File: src/design/adc_seq_regs.vh
// Constants for the converter sequencer control block
`ifndef ADC_SEQ_REGS_VH
`define ADC_SEQ_REGS_VH

`define ADDR_PIN_ENABLE 3'h0
`define ADDR_RESULT_HIGH 3'h1
`define ADDR_RESULT_LOW 3'h2
`define ADDR_SETUP 3'h3
`define ADDR_STATUS 3'h4

`define SETUP_RESET 8'h00
`define STATUS_RESET 8'h00
`define PIN_RESET 8'h00

`define SETUP_PU_BIT 7
`define SETUP_JUST_BIT 6
`define SETUP_RES_BIT 5
`define SETUP_SGN_BIT 4
`define SETUP_PRS_HI 3
`define SETUP_PRS_LO 0

`define STAT_DONE_BIT 7
`define STAT_IE_BIT 6
`define STAT_CONT_BIT 5
`define STAT_CH_HI 4
`define STAT_CH_LO 0

`define CONV_CYCLES_8 5'h11
`define CONV_CYCLES_10 5'h14

`endif

File: src/design/adc_sequencer_control.v
// Converter sequencer control: registers, conversion timing and results
//
// Local design decisions: the register addresses and the plain strobed port.
`include "adc_seq_regs.vh"
`timescale 1ns/1ns
`default_nettype none
module adc_sequencer_control #(
    parameter N_PINS = 8
) (
    input wire core_clk_i,
    input wire rst_n_i,
    input wire [2:0] addr_i,
    input wire [7:0] wdata_i,
    input wire wr_i,
    input wire rd_i,
    output reg [7:0] rdata_o,
    input wire [9:0] sample_i,
    output reg [N_PINS-1:0] pin_use_bits_o,
    output reg [2:0] channel_o,
    output reg sample_o,
    output reg conv_active_o,
    output reg irq_o
);
    ////////////////////////////////////////////////////////////////
    localparam ST_IDLE = 2'h0;
    localparam ST_CONV = 2'h1;
    localparam ST_DONE = 2'h2;

    reg [7:0] setup_q;
    reg ie_q;
    reg cont_q;
    reg [4:0] ch_q;
    reg done_q;
    reg [7:0] res_hi_q;
    reg [7:0] res_lo_q;
    reg [1:0] state_q;
    reg [4:0] ccnt_q;
    reg [9:0] samp_s1_q;
    reg [9:0] samp_s2_q;
    wire tick;
    wire [7:0] fmt_hi;
    wire [7:0] fmt_lo;

    wire pu = setup_q[`SETUP_PU_BIT];
    wire resolution_select = setup_q[`SETUP_RES_BIT];
    wire wr_pin = wr_i && addr_i == `ADDR_PIN_ENABLE;
    wire wr_setup = wr_i && addr_i == `ADDR_SETUP;
    wire wr_stat = wr_i && addr_i == `ADDR_STATUS;
    wire rd_res = rd_i && (addr_i == `ADDR_RESULT_HIGH || addr_i == `ADDR_RESULT_LOW);
    wire abort = wr_pin || wr_setup;
    wire [4:0] conv_len = resolution_select ? `CONV_CYCLES_8 : `CONV_CYCLES_10;
    wire finish = state_q == ST_CONV && tick && ccnt_q == conv_len;

    conv_clock_div #(.PRS_W(4)) u_div (
        .core_clk_i(core_clk_i),
        .rst_n_i(rst_n_i),
        .run_i(state_q == ST_CONV),
        .prescale_i(setup_q[`SETUP_PRS_HI:`SETUP_PRS_LO]),
        .tick_o(tick)
    );

    result_format u_fmt (
        .sample_i(samp_s2_q),
        .resolution_select_i(resolution_select),
        .left_i(setup_q[`SETUP_JUST_BIT]),
        .signed_i(setup_q[`SETUP_SGN_BIT]),
        .high_o(fmt_hi),
        .low_o(fmt_lo)
    );

    ////////////////////////////////////////////////////////////////
    // Analog sample comes from the converter core, outside this clock
    always @(posedge core_clk_i or negedge rst_n_i) begin
        if (!rst_n_i) begin
            samp_s1_q <= 10'h000;
            samp_s2_q <= 10'h000;
        end else begin
            samp_s1_q <= sample_i;
            samp_s2_q <= samp_s1_q;
        end
    end

    ////////////////////////////////////////////////////////////////
    always @(posedge core_clk_i or negedge rst_n_i) begin
        if (!rst_n_i) begin
            setup_q <= `SETUP_RESET;
            pin_use_bits_o <= {N_PINS{1'b0}};
            ie_q <= 1'b0;
            cont_q <= 1'b0;
            ch_q <= 5'h00;
        end else begin
            if (wr_pin) begin
                pin_use_bits_o <= wdata_i[N_PINS-1:0];
            end
            if (wr_setup) begin
                setup_q <= wdata_i;
            end
            if (wr_stat) begin
                ie_q <= wdata_i[`STAT_IE_BIT];
                cont_q <= wdata_i[`STAT_CONT_BIT];
                ch_q <= wdata_i[`STAT_CH_HI:`STAT_CH_LO];
            end
        end
    end

    ////////////////////////////////////////////////////////////////
    always @(posedge core_clk_i or negedge rst_n_i) begin
        if (!rst_n_i) begin
            state_q <= ST_IDLE;
            ccnt_q <= 5'h00;
        end else if (!pu || abort) begin
            state_q <= ST_IDLE;
            ccnt_q <= 5'h00;
        end else if (wr_stat) begin
            state_q <= ST_CONV;
            ccnt_q <= 5'h00;
        end else begin
            case (state_q)
                ST_CONV: begin
                    if (finish) begin
                        state_q <= cont_q ? ST_CONV : ST_DONE;
                        ccnt_q <= 5'h00;
                    end else if (tick) begin
                        ccnt_q <= ccnt_q + 5'h01;
                    end
                end
                ST_DONE: state_q <= ST_IDLE;
                ST_IDLE: state_q <= ST_IDLE;
                default: state_q <= ST_IDLE;
            endcase
        end
    end

    ////////////////////////////////////////////////////////////////
    always @(posedge core_clk_i or negedge rst_n_i) begin
        if (!rst_n_i) begin
            done_q <= 1'b0;
            res_hi_q <= 8'h00;
            res_lo_q <= 8'h00;
        end else begin
            if (finish && pu && !abort && !wr_stat) begin
                done_q <= 1'b1;
                res_hi_q <= fmt_hi;
                res_lo_q <= fmt_lo;
            end else if (rd_res) begin
                done_q <= 1'b0;
            end
        end
    end

    ////////////////////////////////////////////////////////////////
    always @(posedge core_clk_i or negedge rst_n_i) begin
        if (!rst_n_i) begin
            rdata_o <= 8'h00;
            irq_o <= 1'b0;
            channel_o <= 3'h0;
            sample_o <= 1'b0;
            conv_active_o <= 1'b0;
        end else begin
            irq_o <= done_q && ie_q;
            channel_o <= ch_q[2:0];
            sample_o <= state_q == ST_CONV && tick && ccnt_q == 5'h00;
            conv_active_o <= state_q == ST_CONV;
            if (rd_i) begin
                case (addr_i)
                    `ADDR_PIN_ENABLE: rdata_o <= pin_use_bits_o;
                    `ADDR_RESULT_HIGH: rdata_o <= res_hi_q;
                    `ADDR_RESULT_LOW: rdata_o <= res_lo_q;
                    `ADDR_SETUP: rdata_o <= setup_q;
                    `ADDR_STATUS: rdata_o <= {done_q, ie_q, cont_q, ch_q};
                    default: rdata_o <= 8'h00;
                endcase
            end else begin
                rdata_o <= 8'h00;
            end
        end
    end
endmodule // adc_sequencer_control
`default_nettype wire

File: src/design/conv_clock_div.v
// Conversion clock tick generator dividing the bus clock
`timescale 1ns/1ns
`default_nettype none
module conv_clock_div #(
    parameter PRS_W = 4
) (
    input wire core_clk_i,
    input wire rst_n_i,
    input wire run_i,
    input wire [PRS_W-1:0] prescale_i,
    output reg tick_o
);
    reg [PRS_W:0] cnt_q;
    reg phase_q;
    // One tick per full conversion clock period, 2*(prescale+1) bus cycles
    always @(posedge core_clk_i or negedge rst_n_i) begin
        if (!rst_n_i) begin
            cnt_q <= {(PRS_W+1){1'b0}};
            phase_q <= 1'b0;
            tick_o <= 1'b0;
        end else if (!run_i) begin
            cnt_q <= {(PRS_W+1){1'b0}};
            phase_q <= 1'b0;
            tick_o <= 1'b0;
        end else if (cnt_q == {1'b0, prescale_i}) begin
            cnt_q <= {(PRS_W+1){1'b0}};
            phase_q <= ~phase_q;
            tick_o <= phase_q;
        end else begin
            cnt_q <= cnt_q + {{PRS_W{1'b0}}, 1'b1};
            tick_o <= 1'b0;
        end
    end
endmodule // conv_clock_div
`default_nettype wire

File: src/design/result_format.v
// Result byte packing for resolution, justification and sign
`timescale 1ns/1ns
`default_nettype none
module result_format (
    input wire [9:0] sample_i,
    input wire resolution_select_i,
    input wire left_i,
    input wire signed_i,
    output reg [7:0] high_o,
    output reg [7:0] low_o
);
    reg [9:0] v;
    always @* begin
        v = sample_i;
        if (signed_i) begin
            v[9] = ~sample_i[9];
        end
        if (resolution_select_i) begin
            high_o = 8'h00;
            low_o = signed_i ? {~sample_i[9], sample_i[8:2]} : sample_i[9:2];
        end else if (left_i) begin
            high_o = v[9:2];
            low_o = {v[1:0], 6'h00};
        end else begin
            high_o = {{6{signed_i & v[9]}}, v[9:8]};
            low_o = v[7:0];
        end
    end
endmodule // result_format
`default_nettype wire

File: config.mk
export PLATFORM = sky130hd
export DESIGN_NAME = adc_sequencer_control
export DESIGN_NICKNAME = d
export VERILOG_FILES = /design/src/design/adc_sequencer_control.v /design/src/design/conv_clock_div.v /design/src/design/result_format.v
export VERILOG_INCLUDE_DIRS = /design/src /design/src/design
export SDC_FILE = /design/constraint.sdc
export NUM_CORES = 1
export LEC_CHECK = 0
export ABC_AREA = 1
export BUFFER_PORTS_ARGS = -buffer_cell sky130_fd_sc_hd__buf_2
export CAP_MARGIN = 20
export CORE_ASPECT_RATIO = 1.25
export CORE_UTILIZATION = 52
export DETAILED_ROUTE_END_ITERATION = 12
export PLACE_DENSITY = 0.77
export RECOVER_POWER = 100
export SLEW_MARGIN = 20
export SYNTH_ARGS = -nofsm -noshare
export SYNTH_HDL_FRONTEND = slang
export SYNTH_SLANG_ARGS = --single-unit
export TNS_END_PERCENT = 100
File: constraint.sdc
create_clock -name core_clk_i -period 1.3 [get_ports core_clk_i]
set_input_delay 0.13 -clock core_clk_i [delete_from_list [all_inputs] [get_ports core_clk_i]]
set_output_delay 0.13 -clock core_clk_i [all_outputs]
set_load 0.03 [all_outputs]
==> results of run 1 <==
## final cells by class
class,count,area [um2]
inverters,61,234
clock inverters,6,116
well taps,90,113
flip-flops and latches,88,2200
fillers,523,2170
clock buffers,9,124
repair buffers,92,573
multi-input cells,262,1450
## state kept, by name, summed over array words and instances (netlist names)
signal          count
state_q             2
rdata_o             8
conv_active_o       1
sample_o            1
done_q              1
res_hi_q            8
cont_q              1
u_div.tick_o        1
ch_q                5
u_div.cnt_q         5
samp_s2_q          10
setup_q             8
ccnt_q              5
samp_s1_q          10
u_div.phase_q       1
irq_o               1
channel_o           3
ie_q                1
res_lo_q            8
pin_use_bits_o      8
## tightest hold or removal path, cell delays in order
cell and delay [ns]:
sky130_fd_sc_hd__buf_2 0.11, sky130_fd_sc_hd__nand2_1 0.05, sky130_fd_sc_hd__nand2_1 0.04
## timing repair
item                                   4_1_cts  5_1_grt
setup buffers                                0        2
setup endpoints to repair                   21       29
pin swaps                                   11       14
endpoints found under the hold margin       98        0
cloned                                       2        1
hold buffers                                11        0
resized for setup                            7       36
## cell usage in the layout (no fill, tap or decap), types with 3 or more instances in the layout
master	count
sky130_fd_sc_hd__dfrtp_1	88
sky130_fd_sc_hd__o21ai_0	32
sky130_fd_sc_hd__o22ai_1	4
sky130_fd_sc_hd__dlygate4sd3_1	11
sky130_fd_sc_hd__nor2_1	17
sky130_fd_sc_hd__o21ai_2	4
sky130_fd_sc_hd__clkbuf_1	28
sky130_fd_sc_hd__xor2_1	5
sky130_fd_sc_hd__a21oi_1	13
sky130_fd_sc_hd__buf_4	21
sky130_fd_sc_hd__a22oi_1	8
sky130_fd_sc_hd__nand3_2	12
sky130_fd_sc_hd__clkbuf_8	9
sky130_fd_sc_hd__clkbuf_2	5
sky130_fd_sc_hd__o21ai_1	5
sky130_fd_sc_hd__nand2_1	108
sky130_fd_sc_hd__buf_2	22
sky130_fd_sc_hd__nor2_2	3
sky130_fd_sc_hd__nor2_4	5
sky130_fd_sc_hd__nand3_1	18
sky130_fd_sc_hd__nand2_2	7
sky130_fd_sc_hd__bufinv_16	3
sky130_fd_sc_hd__inv_2	6
sky130_fd_sc_hd__nand3_4	4
sky130_fd_sc_hd__inv_1	53
sky130_fd_sc_hd__ha_1	3
## worst paths after layout
path	end	slack, ns	depth (start not counted)
setup / recovery	res_lo_q[0]$_DFFE_PN0P_	-0.06	9
hold / removal	pin_use_bits_o[0]$_DFFE_PN0P_	0.02	3
setup reg to reg	res_lo_q[0]$_DFFE_PN0P_	-0.06	9
hold reg to reg	samp_s2_q[0]$_DFF_PN0_	0.35	0
max in group asynchronous	ccnt_q[0]$_DFFE_PN0P_	0.31	3
min in group asynchronous	rdata_o[1]$_DFF_PN0_	0.47	3
## power by group
group	leakage [nW]	switching [mW]	total, mW	internal (mW)
Combinational	1.15	0.839	1.23	0.394
Clock	0.113	0.974	2.25	1.28
Sequential	1.10	0.147	3.11	2.96
Total	2.36	1.96	6.59	4.63
## stage by stage
| step | util, % | TNS (ns) | hold WS [ns] | setup WS [ns] | total power, mW |
|---|---|---|---|---|---|
| 6_report | 68.9 | -0.369 | 0.0158 | -0.0563 | 6.59 |
| 3_5_place_dp | 62.1 | -1.10 | 0.205 | -0.0858 | 4.27 |
| 5_1_grt | 68.9 | -1.72 | 0.0277 | -0.130 | 6.88 |
| 2_1_floorplan | - | 0 | -0.166 | 0.000134 | 3.79 |
| 4_1_cts | 67.8 | -0.0512 | 0.00101 | -0.0115 | 6.56 |
| 3_3_place_gp | 62.1 | -0.342 | 0.197 | -0.0322 | 4.24 |
## logic make-up (layout without fill, tap and decap cells)
logic type | count (synthesis) | after routing
AOI/OAI and AO/OA | 69 | 69
and+or+nand+nor | 180 | 183
xor gates and xnor gates | 6 | 6
buffers and inverters | 68 | 168
adders and majority gates | 4 | 4
DFF | 88 | 88
## routing by layer
layer	share of wire (%)	GRT usage, %	up-vias
met5	0	0	-
met4	5.4	16.5	0
met3	7.2	4.23	48
met2	49	40.8	174
met1	38	31.0	1517
li1	-	-	1524
==> implementation parameters, run 1 <==
Parameter                              Value

Timing
  Transition at the pin with the smallest max-transition slack ... 0.754 ns
  Unrepaired setup endpoints after global routing ... true
  Tightest slew margin relative to the limit ... 49.7%
  Period Utilization, post-route ... 104%
  Worst clock skew on the final layout ... 0.0132 ns
  Time the final worst path needs with I/O delays and setup ... 1.36 ns
  Slack of the critical path ... -0.0563 ns
  Final count of negative-setup-slack endpoints ... 14
  Final count of hold timing violations ... 0
  Max Freq ... 737 MHz
  Number of pins with negative max-slew slack in the final report ... 0

Worst setup path
  Ordered list of cells on the worst path ... inv_1 > nand3_1 > nor2_2 > nand2_2 > clkinv_4 > buf_8 > nand3_2 > nand2_1 > inv_1
  Slowest Stage Delay on Critical Path ... between 0.3 and 0.4 ns
  Worst setup SP type ... flip-flop
  Reg-to-reg startpoint ... state_q[1]$_DFFE_PN0P_
  Cell family with the largest share of critical-path delay ... simple AND/OR/NAND/NOR gates
  Worst path slowest cell ... sky130_fd_sc_hd__dfrtp_1
  Timing startpoint of the critical path ... state_q[1]$_DFFE_PN0P_
  Critical Path End Type ... flip-flop
  Top fanout value on the critical path ... 8
  Most used cell, CP ... sky130_fd_sc_hd__inv_1
  CP bufs+invs ... 4
  Data required time of the worst path ... 1.55 ns
  Arrival time worst endpoint ... approximately 1.6 ns
  Category of the most critical setup path ... reg -> reg

Synthesis
  Fraction of the yosys area taken by sequential cells ... 58.6%
  Post-synthesis sequential element count ... 88
  Count leader, synth ... sky130_fd_sc_hd__nand2_1
  Number of cells produced by synthesis ... 415
  Post-synthesis adder-cell area fraction ... 1.33%
  Async set or reset register ratio after synthesis ... 100%
  Synthesized-area fraction occupied by xor and xnor cells ... 1.40%
  Mux contribution to synthesized area ... 0%
  Ys flop type ... sky130_fd_sc_hd__dfrtp_1
  Share of the synthesized area in compound gates (AO/OA/AOI/OAI) ... 9.98%
  Main combinational cell family by area after synthesis ... simple AND/OR/NAND/NOR gates
  Avg Inst Size Synth ... 9.06 um2
  Area of the mapped netlist ... 3760 um2
  Synthesized net count ... around 440
  Commonest cells in the netlist ... 115 x sky130_fd_sc_hd__nand2_1, 88 x sky130_fd_sc_hd__dfrtp_1, 55 x sky130_fd_sc_hd__inv_1
  Ranking of synthesized cells by area ... sky130_fd_sc_hd__dfrtp_1 59%, sky130_fd_sc_hd__nand2_1 11%, sky130_fd_sc_hd__inv_1 5.5%
  EDFF count, synth ... 0
  Warnings, synthesis ... 0
  Top cell type's share of synthesized area ... between 50% and 60%
  Most area-hungry cell type in the Yosys netlist ... sky130_fd_sc_hd__dfrtp_1
  Simple-gate portion of the synthesized area ... 21.4%
  Count of unique library cells instantiated by Yosys ... 31

Power
  Power per standard cell area ... ~1400 nW/um2
  Static leakage power ... 2.36 nW
  Maximum vdd ir drop ... between 0.0009 and 0.001 V

Placed design
  Total half-perimeter wirelength after legalization and detailed placement ... 5.88 mm
  Number of port buffers ... between 40 and 50
  Total placed cells including tap cells ... 577
  Placed cell areas ... 4330 um2
  Last weighted congestion value of the routability-driven placer ... around 0.99

CTS
  Number of clock buffers inserted by TritonCTS ... 9
  Clk pin slew, worst setup/hold paths ... 0.09 ns
  Total clock sinks ... between 80 and 90
  Max Root-Sink Buffers ... 2
  Count of H-tree levels built during CTS ... 3
  Clock root buffer ... sky130_fd_sc_hd__clkbuf_8
  CTS tree ... built
  Worst skew pair latency ... roughly 0.36 ns

Floorplan
  Die height ... 97.1 um
  Full die area ... 7580 um2
  Overall die width ... 78.1 um
  Core region area ... 6980 um2
  Site Rows ... 34
  Effective utilization at floorplan ... 53.9%
  I/O pin total ... 47

Global routing
  Largest net degree at the start of global routing ... approximately 90
  Via count of the first global-routing pass ... 3,123
  Total global routing track utilization ... roughly a quarter
  Antenna violations before repair ... 0
  First-pass GRT wire length ... between 10 and 15 mm
  Congestion Overflow GR ... 0

Finish
  Total Nets Final ... 543
  Fin cells ... 608
  Final std cell area, no fill ... 4810 um2
  Synthesis-to-layout area growth ... 27.9%
  Number of diodes ... 0
  Layout cells sized above 1 ... 22.2%

Job
  Max-capacitance violation count ... 0

Detailed routing
  DRT antenna net count ... 0
  Avg Vias per Cell ... 5.37
  Iteration-0 DRC Markers ... between 300 and 400
  Number of search-and-repair iterations in the first detailed-routing pass ... 5
  Number of remaining DRC errors ... 0
  Sum of routed wire length over all layers ... 9.13 mm
  Total via count after detailed routing ... 3,263
  Detailed-route wire length per cell ... about 15 um

Status
  Outcome ... finished, violations left
  Violated checks ... negative setup slack

Hold path
  Worst min-delay path class ... in -> reg
  Hold Startpoint ... wdata_i[0]
No activity file was read; power rests on OpenSTA's default activity.
==> inputs of run 2 (changes only) <==
--- a/config.mk
+++ b/config.mk
@@ -11,9 +11,11 @@
 export CAP_MARGIN = 20
 export CORE_ASPECT_RATIO = 1.25
 export CORE_UTILIZATION = 52
+export CTS_CLUSTER_SIZE = 12
 export DETAILED_ROUTE_END_ITERATION = 12
 export PLACE_DENSITY = 0.77
 export RECOVER_POWER = 100
+export REMOVE_ABC_BUFFERS = 1
 export SLEW_MARGIN = 20
 export SYNTH_ARGS = -nofsm -noshare
 export SYNTH_HDL_FRONTEND = slang
==> run 2 against run 1 <==
  * The flow now finishes without violations
  * Sequential power is essentially flat
  * Register-to-register slack gained 0.09 ns
  * Clock skew shrank 0.0017 ns
  * Sequential share of layout area grew 0.32 points
  * Die area is the same
  * Global-route usage shrank 0.34 points
  * Maximum frequency grew 7.2%
  * Count of clock-buffer cells in the layout is the same
  * Largest cell class unchanged
  * Non-clock buffer count grew 3
  * Highest routed layer unchanged
  * Critical path depth is the same
  * Wire length shrank 5.7%
==> implementation parameters, run 2 (synthesis results as in run 1) <==
Parameter                              Value

Power
  Sw Share ... 29.5% (-0.21 points)
  Internal portion of total power ... 4.65 mW (+0.43%)
  Share of power burned in registers ... 47.0% (about the same)
  Total net switching power ... 1.95 mW (-0.56%)
  Comb power frac ... 18.1% (-0.6 points)
  Total Power ... 6.60 mW (+0.13%)
  Power per standard cell area ... 1380 nW/um2 (+0.84%)
  Part of the total power dissipated in the clock network ... 34.9% (+0.7 points)
  Static leakage power ... 2.38 nW (+0.64%)
  Maximum vdd ir drop ... 0.000980 V (+2.4%)

CTS
  Worst skew pair latency ... 0.37 ns (about the same)
  Clk pin slew, worst setup/hold paths ... 0.09 ns (about the same)
  Total clock sinks ... 88 (unchanged)
  Number of clock buffers inserted by TritonCTS ... 9 (unchanged)
  Count of H-tree levels built during CTS ... 3 (unchanged)
  Max Root-Sink Buffers ... 2 (unchanged)
  Clock root buffer ... sky130_fd_sc_hd__clkbuf_8
  CTS tree ... built

Global routing
  Via count of the first global-routing pass ... 3,201 (+2.5%)
  Antenna violations before repair ... 0 (unchanged)
  Largest net degree at the start of global routing ... 40 (-55%)
  Congestion Overflow GR ... 0 (unchanged)
  Total global routing track utilization ... 24.9% (-0.34 points)
  First-pass GRT wire length ... 14.3 mm (-0.95%)

Worst setup path
  Category of the most critical setup path ... reg -> reg
  Arrival time worst endpoint ... 1.58 ns (-0.03 ns)
  Worst path slowest cell ... sky130_fd_sc_hd__dfrtp_1
  Reg-to-reg startpoint ... state_q[1]$_DFFE_PN0P_
  Cell family with the largest share of critical-path delay ... simple AND/OR/NAND/NOR gates
  Slowest Stage Delay on Critical Path ... 0.38 ns (+0.02 ns)
  Data required time of the worst path ... 1.62 ns (+0.07 ns)
  CP bufs+invs ... 3 (-1)
  Ordered list of cells on the worst path ... inv_2 > nand3_2 > nor2_2 > nand2_2 > clkinv_4 > nand3_2 > nand2_1 > nand2_1 > inv_1
  Top fanout value on the critical path ... 6 (-2)
  Timing startpoint of the critical path ... state_q[1]$_DFFE_PN0P_
  Critical Path End Type ... flip-flop
  Worst setup SP type ... flip-flop

Floorplan
  Core region area ... 6980 um2 (unchanged)
  Overall die width ... 78.1 um (unchanged)
  Full die area ... 7580 um2 (unchanged)
  Effective utilization at floorplan ... 53.9% (unchanged)
  I/O pin total ... 47 (unchanged)
  Site Rows ... 34 (unchanged)
  Die height ... 97.1 um (unchanged)

Detailed routing
  Number of remaining DRC errors ... 0 (unchanged)
  Number of search-and-repair iterations in the first detailed-routing pass ... 5 (unchanged)
  Total via count after detailed routing ... 3,208 (-1.7%)
  Sum of routed wire length over all layers ... 8.61 mm (-5.7%)
  Iteration-0 DRC Markers ... 303 (-10%)
  DRT antenna net count ... 0 (unchanged)
  Detailed-route wire length per cell ... 14.1 um (-6.1%)
  Avg Vias per Cell ... 5.25 (-2.2%)

Finish
  Most common cell after layout, fill and taps aside ... sky130_fd_sc_hd__nand2_1
  Number of diodes ... 0 (unchanged)
  Post-layout utilization of the core ... 68.4% (-0.48 points)
  Commonest cells after routing, fill and taps aside ... 105 x sky130_fd_sc_hd__nand2_1, 88 x sky130_fd_sc_hd__dfrtp_1, 50 x sky130_fd_sc_hd__inv_1, 33 x sky130_fd_sc_hd__o21ai_0, 25 x sky130_fd_sc_hd__clkbuf_1
  Final std cell area, no fill ... 4770 um2 (-0.70%)
  Synthesis-to-layout area growth ... 27.0%
  Total area of multi-input combinational cells ... 1380 um2 (-4.6%)
  Largest registers ... samp_s1_q x10, samp_s2_q x10
  Fin cells ... 611 (+0.49%)
  Sequential cell area ... 2200 um2 (unchanged)
  Fillers ... 569 (+8.8%)
  Layout cells sized above 1 ... 21.9% (-0.32 points)
  Total Nets Final ... 545 (+0.37%)

Timing
  Transition at the pin with the smallest max-transition slack ... 0.928 ns (+0.174 ns)
  Max Freq ... 790 MHz (+7.2%)
  Final count of negative-setup-slack endpoints ... 0 (-14)
  Time the final worst path needs with I/O delays and setup ... 1.27 ns (-0.0911 ns)
  Tightest slew margin relative to the limit ... 38.1% (-12 points)
  Number of pins with negative max-slew slack in the final report ... 0 (unchanged)
  Final count of hold timing violations ... 0 (unchanged)
  Period Utilization, post-route ... 97.3% (-7.0 points)
  Unrepaired setup endpoints after global routing ... true
  Worst clock skew on the final layout ... 0.0115 ns (-0.00170 ns)
  Final total negative setup slack ... 0 ns (+0.369 ns)

Placed design
  Last weighted congestion value of the routability-driven placer ... 0.897 (-9.0%)
  Placed cell areas ... 4350 um2 (+0.35%)
  Total placed cells including tap cells ... 579 (+0.35%)
  Number of port buffers ... 46 (unchanged)
  Total half-perimeter wirelength after legalization and detailed placement ... 6.09 mm (+3.6%)

Status
  Outcome ... finished, final reports clean

Hold path
  Hold Startpoint ... wdata_i[1]
  Worst min-delay path class ... in -> reg

Job
  Max-capacitance violation count ... 0 (unchanged)
-- run 2: cell types whose count changed in the layout (fill, tap and decap cells not counted), sizes merged --
cell,change
buf,+2
clkbuf,-2
clkinvlp,-1
dlygate4sd3,+3
inv,+2
nand3,-1
-- run 2: tightest hold or removal path, cell delays in order --
cell	delay, ns
sky130_fd_sc_hd__buf_2	0.11
sky130_fd_sc_hd__nand2_1	0.06
sky130_fd_sc_hd__nand2_1	0.05
-- run 2: area by class of cell --
class / count / area share, %
flip-flops and latches: 88 / 46.1
multi-input cells: 261 / 28.9
repair buffers: 95 / 12.5
inverters: 61 / 4.90
clock buffers: 9 / 2.59
clock inverters: 7 / 2.59
well taps: 90 / 2.36
-- run 2: power by group through the flow --
stage | logic, mW | clock network (mW) | registers [mW]
floorplan | 0.476 | 0 | 3.30
global placement | 1.10 | 0 | 3.14
detailed placement | 1.13 | 0 | 3.15
CTS | 1.20 | 2.33 | 3.10
global route | 1.33 | 2.43 | 3.13
finish | 1.20 | 2.30 | 3.10
-- run 2: metrics by stage --
stage | worst slack [ns] | hold WS, ns
after floorplan | -0.114 | -0.166
after global placement | -0.0476 | 0.147
after detailed placement | -0.0907 | 0.155
after CTS | -0.0225 | 0.000210
after global routing | -0.0476 | 0.00475
final | 0.0348 | 0.00841
-- run 2: final timing paths --
kind | depth (start not counted) | endpoint | slack (ns)
max | 9 | res_lo_q[4]$_DFFE_PN0P_ | 0.03
min | 3 | ch_q[1]$_DFFE_PN0P_ | 0.008
max reg2reg | 9 | res_lo_q[4]$_DFFE_PN0P_ | 0.03
min reg2reg | 0 | samp_s2_q[6]$_DFF_PN0_ | 0.35
max in group asynchronous | 3 | samp_s1_q[9]$_DFF_PN0_ | 0.15
min in group asynchronous | 2 | rdata_o[7]$_DFF_PN0_ | 0.43
-- run 2: what timing repair did --
item	4_1_cts	5_1_grt
gates resized for setup	10	23
pin swaps	10	6
hold buffers	14	0
cloned	2	0
endpoints found under the setup margin	27	28
endpoints found under the hold margin	50	0
buffers inserted	0	0
-- run 2: routing by layer --
layer | GRT usage, % | vias to the layer above | routed length (um)
met2 | 40.8 | 117 | 4320
met1 | 29.4 | 1530 | 3490
met5 | 0 | - | 0
li1 | - | 1532 | -
met4 | 13.0 | 0 | 295
met3 | 7.23 | 29 | 514
==> inputs of run 3 (changes only) <==
--- a/config.mk
+++ b/config.mk
@@ -10,10 +10,12 @@
 export BUFFER_PORTS_ARGS = -buffer_cell sky130_fd_sc_hd__buf_2
 export CAP_MARGIN = 20
 export CORE_ASPECT_RATIO = 1.25
-export CORE_UTILIZATION = 52
+export CORE_MARGIN = 3
+export CORE_UTILIZATION = 54
+export CTS_BUF_LIST = sky130_fd_sc_hd__clkbuf_8
 export CTS_CLUSTER_SIZE = 12
 export DETAILED_ROUTE_END_ITERATION = 12
-export PLACE_DENSITY = 0.77
+export PLACE_DENSITY = 0.79
 export RECOVER_POWER = 100
 export REMOVE_ABC_BUFFERS = 1
 export SLEW_MARGIN = 20
==> run 3 against run 2 <==
  * The flow now finishes with violations (negative setup slack)
  * Flip-flop and latch count did not move
  * Largest cell class unchanged
  * Setup slack got worse by 0.12 ns
  * Final area fell by 0.24%
  * Via count rose by 2.5%
  * Sequential share of layout area rose by 0.14 points
  * Utilization rose by 3.2 points
  * Sequential power barely moved
  * Final cell count rose by 0.16%
  * Highest routed layer unchanged
  * Global-route usage fell by 0.36 points
==> implementation parameters, run 3 (synthesis results as in run 1) <==
Parameter                              Value

Detailed routing
  DRT antenna net count ... 0 (unchanged)
  Iteration-0 DRC Markers ... 246 (-19%)
  Detailed-route wire length per cell ... 15.2 um (+7.6%)
  Avg Vias per Cell ... 5.37 (+2.4%)
  Number of search-and-repair iterations in the first detailed-routing pass ... 5 (unchanged)
  Number of remaining DRC errors ... 0 (unchanged)
  Sum of routed wire length over all layers ... 9.28 mm (+7.7%)
  Total via count after detailed routing ... 3,289 (+2.5%)

Power
  Maximum vdd ir drop ... 0.000935 V (-4.5%)
  Power per standard cell area ... 1320 nW/um2 (-4.6%)
  Total Power ... 6.28 mW (-4.8%)
  Static leakage power ... 2.37 nW (-0.37%)

Timing
  Unrepaired setup endpoints after global routing ... true
  Fin Hold WS ... 0.00903 ns (+0.000617 ns)
  Time the final worst path needs with I/O delays and setup ... 1.39 ns (+0.123 ns)
  Tightest slew margin relative to the limit ... 50.5% (+12 points)
  Final total negative setup slack ... -0.106 ns (-0.106 ns)
  Period Utilization, post-route ... 107% (+9.4 points)
  Final count of negative-setup-slack endpoints ... 3 (+3)
  Number of pins with negative max-slew slack in the final report ... 0 (unchanged)
  Transition at the pin with the smallest max-transition slack ... 0.743 ns (-0.185 ns)
  Worst clock skew on the final layout ... 0.0108 ns (-0.000615 ns)
  Final count of hold timing violations ... 0 (unchanged)
  Slack of the critical path ... -0.0879 ns (-0.123 ns)
  Max Freq ... 720 MHz (-8.8%)

Global routing
  Total global routing track utilization ... 24.6% (-0.36 points)
  Congestion Overflow GR ... 0 (unchanged)
  First-pass GRT wire length ... 14.9 mm (+3.9%)
  Largest net degree at the start of global routing ... 31 (-23%)
  Antenna violations before repair ... 0 (unchanged)
  Via count of the first global-routing pass ... 3,279 (+2.4%)

Floorplan
  Die height ... 99.3 um (+2.3%)
  Core region area ... 6650 um2 (-4.7%)
  Full die area ... 8010 um2 (+5.7%)
  I/O pin total ... 47 (unchanged)
  Effective utilization at floorplan ... 56.6% (+2.7 points)
  Site Rows ... 33 (-2.9%)
  Overall die width ... 80.6 um (+3.3%)

Finish
  Total Nets Final ... 549 (+0.73%)
  Commonest cells after routing, fill and taps aside ... 109 x sky130_fd_sc_hd__nand2_1, 87 x sky130_fd_sc_hd__dfrtp_1, 52 x sky130_fd_sc_hd__inv_1, 30 x sky130_fd_sc_hd__o21ai_0, 26 x sky130_fd_sc_hd__buf_4
  Post-layout utilization of the core ... 71.7% (+3.2 points)
  Number of diodes ... 0 (unchanged)
  Synthesis-to-layout area growth ... 26.7%
  Most common cell after layout, fill and taps aside ... sky130_fd_sc_hd__nand2_1
  Largest registers ... samp_s1_q x10, samp_s2_q x10
  Layout cells sized above 1 ... 22.3% (+0.40 points)

Worst setup path
  Category of the most critical setup path ... reg -> reg
  Reg-to-reg startpoint ... setup_q[4]$_DFFE_PN0P_
  Slack of the worst reg-to-reg path ... -0.09 ns (-0.12 ns)
  Worst setup SP type ... flip-flop
  Reg-to-reg critical path endpoint ... res_hi_q[1]$_DFFE_PN0P_
  Slowest Stage Delay on Critical Path ... 0.43 ns (+0.05 ns)
  Data required time of the worst path ... 1.57 ns (-0.05 ns)
  Timing startpoint of the critical path ... setup_q[4]$_DFFE_PN0P_
  Arrival time worst endpoint ... 1.65 ns (+0.07 ns)
  Depth of the worst register-to-register path ... 6 (-3)
  Worst path slowest cell ... sky130_fd_sc_hd__dfrtp_1
  Ordered list of cells on the worst path ... ha_1 > inv_1 > a22oi_1 > nand3_2 > nand2_2 > inv_1
  Cell family with the largest share of critical-path delay ... flip-flops
  Critical Path End Type ... flip-flop
  CP bufs+invs ... 2 (-1)
  Top fanout value on the critical path ... 3 (-3)
  Most used cell, CP ... sky130_fd_sc_hd__inv_1

Placed design
  Number of port buffers ... 46 (unchanged)
  Total half-perimeter wirelength after legalization and detailed placement ... 6.40 mm (+5.1%)
  Last weighted congestion value of the routability-driven placer ... 0.919 (+2.4%)

Status
  Violated checks ... negative setup slack
  Outcome ... finished, violations left

CTS
  Number of clock buffers inserted by TritonCTS ... 9 (unchanged)
  Total clock sinks ... 88 (unchanged)
  Worst skew pair latency ... 0.37 ns (about the same)
  Max Root-Sink Buffers ... 2 (unchanged)
  Clk pin slew, worst setup/hold paths ... 0.09 ns (about the same)
  Count of H-tree levels built during CTS ... 3 (unchanged)
  CTS tree ... built
  Clock root buffer ... sky130_fd_sc_hd__clkbuf_8

Hold path
  Worst min-delay path class ... in -> reg
  Hold Startpoint ... wdata_i[4]
  Hold Path Stages ... 3 (unchanged)
  Destination of the worst hold path ... pin_use_bits_o[4]$_DFFE_PN0P_

Job
  Max-capacitance violation count ... 0 (unchanged)
run 3: changes by cell type in the layout (fill, tap and decap cells not counted), moves of 3 or more:
cell	previous run	this run
sky130_fd_sc_hd__nand2_1	105	109
sky130_fd_sc_hd__buf_4	23	26
sky130_fd_sc_hd__clkbuf_1	25	22
sky130_fd_sc_hd__nand2_2	10	7
sky130_fd_sc_hd__o21ai_0	33	30
run 3: layout make-up:
type	count	area, um2
Sequential cell	88	2200
Fill cell	502	1880
Multi-Input combinational cell	262	1380
Timing Repair Buffer	98	634
Inverter	61	234
Clock buffer	9	124
Tap cell	87	109
Clock inverter	7	77.6
run 3: per-stage QoR:
stage	setup WS, ns	std cells	area [um2]
CTS	-0.0131	608	4740
global placement	-0.0415	575	4330
detailed placement	-0.104	575	4330
finish	-0.0879	612	4760
floorplan	-0.114	408	3710
global route	-0.114	612	4760
run 3: how the worst max path moves through the flow:
stage,endpoint,slack (ns),cells past startpoint
floorplan,res_hi_q[2]$_DFFE_PN0P_,-0.11,8
global placement,res_hi_q[4]$_DFFE_PN0P_,-0.04,8
detailed placement,res_lo_q[7]$_DFFE_PN0P_,-0.10,8
CTS,res_lo_q[4]$_DFFE_PN0P_,-0.01,9
global route,state_q[0]$_DFFE_PN0P_,-0.11,8
finish,res_hi_q[1]$_DFFE_PN0P_,-0.09,6
run 3: per-layer routing:
| metal | track usage, % | wire length, um | up-vias |
|---|---|---|---|
| li1 | - | - | 1533 |
| met1 | 29.4 | 3640 | 1559 |
| met2 | 41.1 | 4630 | 158 |
| met3 | 6.25 | 620 | 39 |
| met4 | 11.6 | 397 | 0 |
| met5 | 0 | 0 | - |
run 3: where the power goes:
group / total [mW] / internal, mW / switching, mW
combinational: 1.24 / 0.425 / 0.816
clock: 1.93 / 0.908 / 1.02
sequential: 3.11 / 2.96 / 0.153
run 3: what timing repair did:
item / CTS / global route
cloned: 2 / 1
endpoints found under the hold margin: 42 / 0
setup endpoints to repair: 17 / 32
buffers inserted: 1 / 3
pin swaps: 10 / 11
resized for setup: 6 / 27
hold buffers: 14 / 0
run 3: worst register-to-register path, delay by kind of cell, from the launching register on:
family | cells | cell delay [ns]
adder cells (fa/ha/maj) | 1 | 0.28
flip-flops | 1 | 0.43
AO/OA/AOI/OAI | 1 | 0.26
AND/OR/NAND/NOR | 2 | 0.21
buffers and inverters | 2 | 0.12
